<file path="config.mk">
export PLATFORM = sky130hd
export DESIGN_NAME = emulator_event_control
export DESIGN_NICKNAME = d
export VERILOG_FILES = /design/src/hdl/emu_evt_pkg.sv /design/src/hdl/emulator_event_control.sv
export SDC_FILE = /design/constraint.sdc
export NUM_CORES = 2
export LEC_CHECK = 0
export BUFFER_PORTS_ARGS = -buffer_cell sky130_fd_sc_hd__buf_2
export CAP_MARGIN = 10
export CELL_PAD_IN_SITES_DETAIL_PLACEMENT = 2
export CELL_PAD_IN_SITES_GLOBAL_PLACEMENT = 2
export CORE_MARGIN = 2
export CORE_UTILIZATION = 25
export CTS_BUF_LIST = sky130_fd_sc_hd__clkbuf_8
export DETAILED_ROUTE_END_ITERATION = 10
export MAX_ROUTING_LAYER = met4
export PLACE_DENSITY = 0.48
export SETUP_SLACK_MARGIN = 0.1
export SKIP_CTS_REPAIR_TIMING = 1
export SLEW_MARGIN = 20
export SYNTH_ARGS = -nofsm -noshare
export SYNTH_HDL_FRONTEND = slang
export SYNTH_SLANG_ARGS = --single-unit
</file>
<file path="constraint.sdc">
create_clock -name pclk -period 2.45 [get_ports pclk]
set_input_delay 0 -clock pclk [delete_from_list [all_inputs] [get_ports pclk]]
set_output_delay 0 -clock pclk [all_outputs]
set_load 0.005 [all_outputs]
</file>
<file path="src/hdl/emu_evt_pkg.sv">
// Purpose: Shared constants and carriers of the emulator event control block
// Assumes: APB slave with 32-bit data, one word per register
// Notes:   Byte offsets below are the APB byte addresses
package emu_evt_pkg;

	// ---------------------------------------------------------------
	// Register map
	// ---------------------------------------------------------------
	localparam int          ADDR_W      = 12;
	localparam logic [11:0] OFS_CTRL    = 12'h000;
	localparam logic [11:0] OFS_STATUS  = 12'h004;
	localparam logic [11:0] OFS_MASK    = 12'h008;
	localparam logic [11:0] OFS_GROUP   = 12'h00c;
	localparam logic [11:0] OFS_SPADDR  = 12'h010;
	localparam logic [11:0] OFS_IOPTR   = 12'h014;
	localparam logic [11:0] OFS_IOCTRL  = 12'h018;
	localparam logic [11:0] OFS_IOADDR  = 12'h01c;
	// Banks of eight words, selected by paddr[7:5], entry by paddr[4:2]
	localparam logic [2:0]  BANK_GD_VAL = 3'h1;
	localparam logic [2:0]  BANK_GD_DC  = 3'h2;
	localparam logic [2:0]  BANK_GR_LO  = 3'h3;
	localparam logic [2:0]  BANK_GR_HI  = 3'h4;

	// ---------------------------------------------------------------
	// Field positions and reset values
	// ---------------------------------------------------------------
	localparam int         CTRL_EXQ    = 0;
	localparam int         CTRL_PIE    = 1;
	localparam int         CTRL_HIGN   = 2;
	localparam int         IOCTRL_ACT  = 0;
	localparam int         EVT_FSI     = 0;
	localparam int         EVT_HALT    = 1;
	localparam int         EVT_GROUP   = 2;
	localparam int         EVT_W       = 3;
	localparam logic       EXQ_RST     = 1'b1;
	localparam logic       PIE_RST     = 1'b0;
	localparam logic       HIGN_RST    = 1'b0;
	localparam logic [1:0] GROUP_FIRST = 2'h0;
	localparam logic [31:0] WORD_RST   = 32'h0000_0000;
	localparam int         NUM_IRQ     = 4;
	localparam int         IRQ_FOURTH  = 3;
	localparam int         LATENCY_MAX = 100;

	// ---------------------------------------------------------------
	// Carriers
	// ---------------------------------------------------------------
	typedef struct packed {
		logic       psel;
		logic       penable;
		logic       pwrite;
		logic [11:0] paddr;
		logic [31:0] pwdata;
	} apb_req_t;

	typedef struct packed {
		logic       emu_enter;
		logic       run_mode;
		logic       paused;
		logic       emu_reset_req;
		logic       host_busy;
		logic       evt_hit;
		logic       evt_is_group;
		logic [1:0] evt_group;
		logic       evt_is_fsi;
		logic       bus_addr_hit;
		logic       exec_addr_hit;
		logic       halt_exec;
		logic [3:0] irq_req;
		logic       irq_return;
		logic       bus_cycle;
	} tgt_in_t;

	typedef struct packed {
		logic        forced_special_interrupt;
		logic [31:0] fsi_vector;
		logic [3:0]  irq_grant;
		logic        trace_we;
		logic [1:0]  active_group;
		logic        io_mode;
		logic [31:0] io_addr;
	} tgt_out_t;

endpackage

</file>
<file path="src/hdl/emulator_event_control.sv">
// Purpose: Event sequencer, trigger qualification, pause interrupts, registers
// Assumes: All inputs synchronous to pclk; APB master keeps the protocol
// Notes:   Every register access takes one extra wait cycle (pready from a flop)
//
// Operation
// - Qualified mode: trigger only on executed instruction
// - Unqualified mode: trigger on raw bus address
// - Prefetch-only addresses never trigger when qualified
// - Group-change action makes group 1-4 active
// - Every emulation entry restarts at group 1
// - Pause interrupts serviced only when switch on
// - Pause interrupt latency stays under 100 cycles
// - Pause-time interrupt cycles kept out of trace
// - Emulator reset request turns pause interrupts off
// - Fourth interrupt input blocked during pause
// - Run-mode halt flags error unless ignored
// - I/O pointer resets to zero, fully writable
// - I/O mode starts at and updates pointer
// - Eight data registers with don't-care masks
// - Eight address registers holding single or range
// - Trigger vectors to 32-bit special address
`timescale 1ns/100ps
module emulator_event_control #(
	parameter bit BLOCK_FOURTH_IRQ = 1'b1
) (
	input  wire logic                 pclk,
	input  wire logic                 presetn,
	input  wire emu_evt_pkg::apb_req_t apb,
	output logic [31:0]               prdata,
	output logic                      pready,
	output logic                      pslverr,
	input  wire emu_evt_pkg::tgt_in_t  tgt,
	output emu_evt_pkg::tgt_out_t      tout,
	output logic                      irq
);
	import emu_evt_pkg::*;

	typedef struct packed {
		logic              exq;
		logic              pie;
		logic              hign;
		logic [EVT_W-1:0]  status;
		logic [EVT_W-1:0]  mask;
		logic [1:0]        group;
		logic [31:0]       spaddr;
		logic [31:0]       ioptr;
		logic              io_act;
		logic [7:0][31:0]  gd_val;
		logic [7:0][31:0]  gd_dc;
		logic [7:0][31:0]  gr_lo;
		logic [7:0][31:0]  gr_hi;
		logic              isr_act;
		logic              pready;
		logic              pslverr;
		logic [31:0]       prdata;
		logic              irq;
		tgt_out_t          tout;
	} state_t;

	state_t st_r;
	state_t st_nxt;

	logic       acc;
	logic       done;
	logic       wr_go;
	logic       rd_go;
	logic [2:0] bank;
	logic [2:0] idx;
	logic       bank_hit;
	logic       fsi_hit;
	logic [EVT_W-1:0] evt;
	logic [3:0] irq_allow;

	// ---------------------------------------------------------------
	// Bus decode
	// ---------------------------------------------------------------
	assign acc      = apb.psel && apb.penable;
	assign done     = acc && st_r.pready;
	assign wr_go    = done && apb.pwrite && !st_r.pslverr;
	assign rd_go    = done && !apb.pwrite && !st_r.pslverr;
	assign bank     = apb.paddr[7:5];
	assign idx      = apb.paddr[4:2];
	assign bank_hit = (apb.paddr[11:8] == 4'h0) && (apb.paddr[1:0] == 2'h0)
		&& (bank >= BANK_GD_VAL) && (bank <= BANK_GR_HI);

	// Trigger source selection: executed instruction or raw bus address
	assign fsi_hit = tgt.evt_hit && tgt.evt_is_fsi && tgt.run_mode
		&& (st_r.exq ? tgt.exec_addr_hit : tgt.bus_addr_hit);

	// Pause interrupt gate; fourth input stays blocked while paused
	always_comb begin
		irq_allow = 4'h0;
		if (tgt.run_mode && !tgt.paused) begin
			irq_allow = tgt.irq_req;
		end else if (tgt.paused && st_r.pie && !tgt.host_busy) begin
			irq_allow = tgt.irq_req;
			if (BLOCK_FOURTH_IRQ) begin
				irq_allow[IRQ_FOURTH] = 1'b0;
			end
		end
	end

	// Events that set sticky status bits
	always_comb begin
		evt            = '0;
		evt[EVT_FSI]   = fsi_hit;
		evt[EVT_HALT]  = tgt.halt_exec && tgt.run_mode && !st_r.hign;
		evt[EVT_GROUP] = tgt.evt_hit && tgt.evt_is_group && tgt.run_mode;
	end

	// ---------------------------------------------------------------
	// Next state
	// ---------------------------------------------------------------
	always_comb begin
		st_nxt = st_r;
		// APB: first access cycle computes the answer, second one completes
		st_nxt.pready = acc && !st_r.pready;
		if (acc && !st_r.pready) begin
			st_nxt.pslverr = 1'b0;
			st_nxt.prdata  = WORD_RST;
			if (bank_hit) begin
				unique case (bank)
					BANK_GD_VAL: st_nxt.prdata = st_r.gd_val[idx];
					BANK_GD_DC:  st_nxt.prdata = st_r.gd_dc[idx];
					BANK_GR_LO:  st_nxt.prdata = st_r.gr_lo[idx];
					default:     st_nxt.prdata = st_r.gr_hi[idx];
				endcase
			end else begin
				unique case (apb.paddr)
					OFS_CTRL:   st_nxt.prdata = {29'h0, st_r.hign, st_r.pie, st_r.exq};
					OFS_STATUS: st_nxt.prdata = {29'h0, st_r.status};
					OFS_MASK:   st_nxt.prdata = {29'h0, st_r.mask};
					OFS_GROUP:  st_nxt.prdata = {30'h0, st_r.group};
					OFS_SPADDR: st_nxt.prdata = st_r.spaddr;
					OFS_IOPTR:  st_nxt.prdata = st_r.ioptr;
					OFS_IOCTRL: st_nxt.prdata = {31'h0, st_r.io_act};
					OFS_IOADDR: st_nxt.prdata = st_r.ioptr;
					default:    st_nxt.pslverr = 1'b1;
				endcase
			end
		end else if (!acc) begin
			st_nxt.pslverr = 1'b0;
		end

		// Software writes at the completing edge
		if (wr_go) begin
			if (bank_hit) begin
				unique case (bank)
					BANK_GD_VAL: st_nxt.gd_val[idx] = apb.pwdata;
					BANK_GD_DC:  st_nxt.gd_dc[idx]  = apb.pwdata;
					BANK_GR_LO:  st_nxt.gr_lo[idx]  = apb.pwdata;
					default:     st_nxt.gr_hi[idx]  = apb.pwdata;
				endcase
			end else begin
				unique case (apb.paddr)
					OFS_CTRL: begin
						st_nxt.exq  = apb.pwdata[CTRL_EXQ];
						st_nxt.pie  = apb.pwdata[CTRL_PIE];
						st_nxt.hign = apb.pwdata[CTRL_HIGN];
					end
					OFS_MASK:   st_nxt.mask   = apb.pwdata[EVT_W-1:0];
					OFS_SPADDR: st_nxt.spaddr = apb.pwdata;
					OFS_IOPTR:  st_nxt.ioptr  = apb.pwdata;
					OFS_IOCTRL: st_nxt.io_act = apb.pwdata[IOCTRL_ACT];
					OFS_IOADDR: begin
						if (st_r.io_act) begin
							st_nxt.ioptr = apb.pwdata;
						end
					end
					default: st_nxt.exq = st_r.exq;
				endcase
			end
		end

		// Reset request wins over a software write of the switch
		if (tgt.emu_reset_req) begin
			st_nxt.pie = 1'b0;
		end

		// Sticky status: read clears, a new event in the same cycle wins
		if (rd_go && (apb.paddr == OFS_STATUS)) begin
			st_nxt.status = '0;
		end
		st_nxt.status = st_nxt.status | evt;

		// Active group register
		if (tgt.emu_enter) begin
			st_nxt.group = GROUP_FIRST;
		end else if (evt[EVT_GROUP]) begin
			st_nxt.group = tgt.evt_group;
		end

		// Interrupt routine served during pause is tracked until its return
		if (tgt.paused && |irq_allow) begin
			st_nxt.isr_act = 1'b1;
		end else if (tgt.irq_return || !tgt.paused) begin
			st_nxt.isr_act = 1'b0;
		end

		// Registered outputs
		st_nxt.irq                           = |(st_nxt.status & st_nxt.mask);
		st_nxt.tout.forced_special_interrupt = fsi_hit;
		st_nxt.tout.fsi_vector               = st_r.spaddr;
		st_nxt.tout.irq_grant                = irq_allow;
		st_nxt.tout.trace_we                 = tgt.bus_cycle
			&& !(tgt.paused && (st_r.isr_act || |irq_allow));
		st_nxt.tout.active_group             = st_nxt.group;
		st_nxt.tout.io_mode                  = st_nxt.io_act;
		st_nxt.tout.io_addr                  = st_nxt.ioptr;
	end

	// ---------------------------------------------------------------
	// State register
	// ---------------------------------------------------------------
	always_ff @(posedge pclk or negedge presetn) begin
		if (!presetn) begin
			st_r      <= '0;
			st_r.exq  <= EXQ_RST;
			st_r.pie  <= PIE_RST;
			st_r.hign <= HIGN_RST;
			st_r.ioptr <= WORD_RST;
		end else begin
			st_r <= st_nxt;
		end
	end

	assign prdata  = st_r.prdata;
	assign pready  = st_r.pready;
	assign pslverr = st_r.pslverr;
	assign tout    = st_r.tout;
	assign irq     = st_r.irq;
endmodule

</file>
==> impl_metrics.tcl <==
set metrics [dict create \
    reg2reg_slack_ns 0.13 \
    wl_per_cell_um 30.4 \
    via_count 35266 \
    worstPathCellList "nor2b_2 -> nand4_1 -> buf_4 -> or3_2 -> buf_4 -> mux2_2" \
    fin_crit_ns 2.32 \
    fp.dieW_um 466 \
    synth_cell_type_count 66 \
    slew_headroom_pct 42.3 \
    reg2reg_to "st_r[161]" \
    synthArstFlopShare_pct 100 \
    leakage_nw 31.7 \
    row_count 169 \
    max_freq_mhz 432 \
    netlist_area_mm2 0.0533 \
    initial_core_util_pct 25.1 \
    cts_sinks 1174 \
    hold_path.startpoint "tgt[8]" \
    met1_usage_pct 27.4 \
    end_kind "flip-flop" \
    cp.arrival_ns 3.18 \
    drt_iter0_markers 1696 \
    grt_util_met2_pct 33.1 \
    hold_depth 5 \
    use_met3_pct 3.02 \
    dp_hpwl_um 139000 \
    grt_first_pass_wirelength_um 312000 \
    drtPass1Iterations 5 \
    crit_type "flip-flop to flip-flop" \
    crit_required_ns 3.32 \
    clkLatencyLatePin_ns 0.99 \
    top_usage_layer "met2" \
    clkSlewWorstSetupHoldPaths_ns 0.06 \
    ys_top_cells_by_count "dfrtp_1 (1,173), mux2_2 (1,121), mux2i_1 (274)" \
    htree_levels 4 \
    die_height_um 466 \
    synth.top_cell.area_share_pct 55.0 \
    synthTopCellsByArea "dfrtp_1 (55%), mux2_2 (24%), mux2i_1 (5.1%)" \
    outcome "finished, final reports clean" \
    finalCritPeriodShare_pct 94.5 \
    grt-ovfl-total 0 \
    worstMarginPinSlew_ns 0.866 \
    final_util_pct 30.8 \
    nNetsFinal 4299 \
    slew_violations 0 \
    synth_flop_cell "dfrtp_1" \
    gp_congestion 0.758 \
    cpLargestDelayFamily "simple AND/OR/NAND/NOR gates" \
    synth.most_common_cell "dfrtp_1" \
    cp_max_fo 15 \
    cts_max_path_buffers 3 \
    antenna_found_initial 10 \
    core_area_mm2 0.212 \
    drcViolationCount 0 \
    vias_per_cell 4.88 \
    cpPeakStageDelay_ns 0.53 \
    post_synth.cell_area_avg_um2 13.8 \
    hold_end "st_r[1203]" \
    yosysTopAreaCell "dfrtp_1" \
    ir_worst_vdd_mv 0.612 \
    yosys_warnings 0 \
    grtUsageTotal_pct 20.6 \
    cts_tree "yes" \
    synthCells 3870 \
    yosysSeqAreaShare_pct 55.1 \
    io_buffers 175 \
    ctsRootBufferMaster "clkbuf_8" \
    setup_viol 0 \
    r2r_cells 6 \
    grt_max_degree 93 \
    drt_wl_total_um 220000 \
    hold_class "input pin to flip-flop" \
    cts_buffers 216 \
    drive_gt1_share_pct 46.7 \
    grt_setup_unrepaired "no" \
    worstReg2RegStart "pslverr" \
    critPathSlowestCell "or3_2" \
    final.setup_skew_ns 0.0393 \
    final-hold-violation-count 0 \
    fin_ws_ns 0.134 \
    grt_pass1_vias 38928 \
    cp_common_cell "buf_4" \
    ys_ff_latch 1174 \
    die_area_mm2 0.217 \
    ant_nets 0 \
    drv_cap 0 \
    syn-num-nets 3938 \
    synth_edf_count 0 \
    p_per_area_mw_per_mm2 631 \
    ios 176 \
    area_growth_pct 22.5 \
    start_kind "flip-flop" \
    place_ws_ns -0.324 \
    path_buf_inv 2 \
]
## worst min-delay path, cell delays in order
cell,delay (ns)
buf_2,0.08
mux2i_1,0.05
nor2_1,0.09
dlygate4sd3_1,0.64
a21o_1,0.13
## state kept, by name (all words and copies together) (netlist names)
| signal | cells |
|---|---|
| pready | 1 |
| irq | 1 |
| st_r | 1034 |
| prdata | 32 |
| pslverr | 1 |
| st_nxt | 32 |
| tout | 73 |
## power by group
part	switching (W)	total [W]	leakage, nW	internal (W)
registers	0.0000679	0.0196	16.3	0.0195
logic	0.00200	0.00292	12.8	0.000917
clock network	0.00904	0.0188	2.52	0.00974
## kinds of logic (layout without fill, tap and decap cells)
kind of cell	Yosys count	after routing	share of synthesized area, %
compound gates	509	509	6.97
buf+inv	479	1012	4.57
mux	1488	1488	31.3
other cells	0	5	0
simple gates	220	220	2.11
flops	1174	1174	55.1
## worst max-delay path by stage
stage	start	endpoint	slack [ns]	cells after the start
after global routing	st_r[1207]	tout[35]	0.03	7
after floorplan	pready	st_r[654]	0.26	7
after detailed placement	apb[34]	prdata[14]	-0.32	9
final	pslverr	st_r[161]	0.13	6
after global placement	apb[34]	prdata[14]	-0.35	9
after CTS	pslverr	st_nxt[68]	-0.08	6
## area by class of cell
cell class,instances,area (µm²)
antenna,5,12.5
clock buffer,264,3630
clock inverter,126,621
fill,21924,147000
inverter,14,52.6
multi-input combinational,2217,21800
sequential,1174,29400
tap,2821,3530
timing repair buffer,608,6300
## through the flow
stage	instance area (µm²)	std cells	total power [W]	hold WS [ns]	TNS [ns]
after floorplan	53300	3870	0.0210	-0.296	0
after global placement	60000	6734	0.0227	-0.0578	-6.48
after detailed placement	60000	6734	0.0228	-0.0560	-6.82
after CTS	64200	7124	0.0420	-1.17	-1.40
after global routing	65300	7228	0.0431	0.0309	0
final	65300	7229	0.0413	0.0661	0
## per-layer routing
layer,routed length [µm],up-vias
met2,105000,591
met1,103000,19473
li1,-,14903
met3,6610,299
met4,5080,0
met5,0,-
## placed cells by master, fill, tap and decap left out, drive strengths merged, types with 6 or more instances in the layout
cell type / count
a211o: 6
a211oi: 9
a21oi: 71
a221oi: 42
a22oi: 42
a2bb2oi: 6
a31oi: 18
a32o: 7
buf: 514
clkbuf: 266
clkinv: 25
dfrtp: 1173
dlygate4sd3: 92
inv: 110
mux2: 1191
mux2i: 274
mux4: 23
nand2: 39
nand3: 18
nand4: 9
nor2: 94
nor2b: 8
nor3: 15
o211ai: 23
o21ai: 43
o221a: 19
o221ai: 89
o22a: 6
o22ai: 90
o31ai: 6
Note: power is estimated with default switching activity, not from simulation.
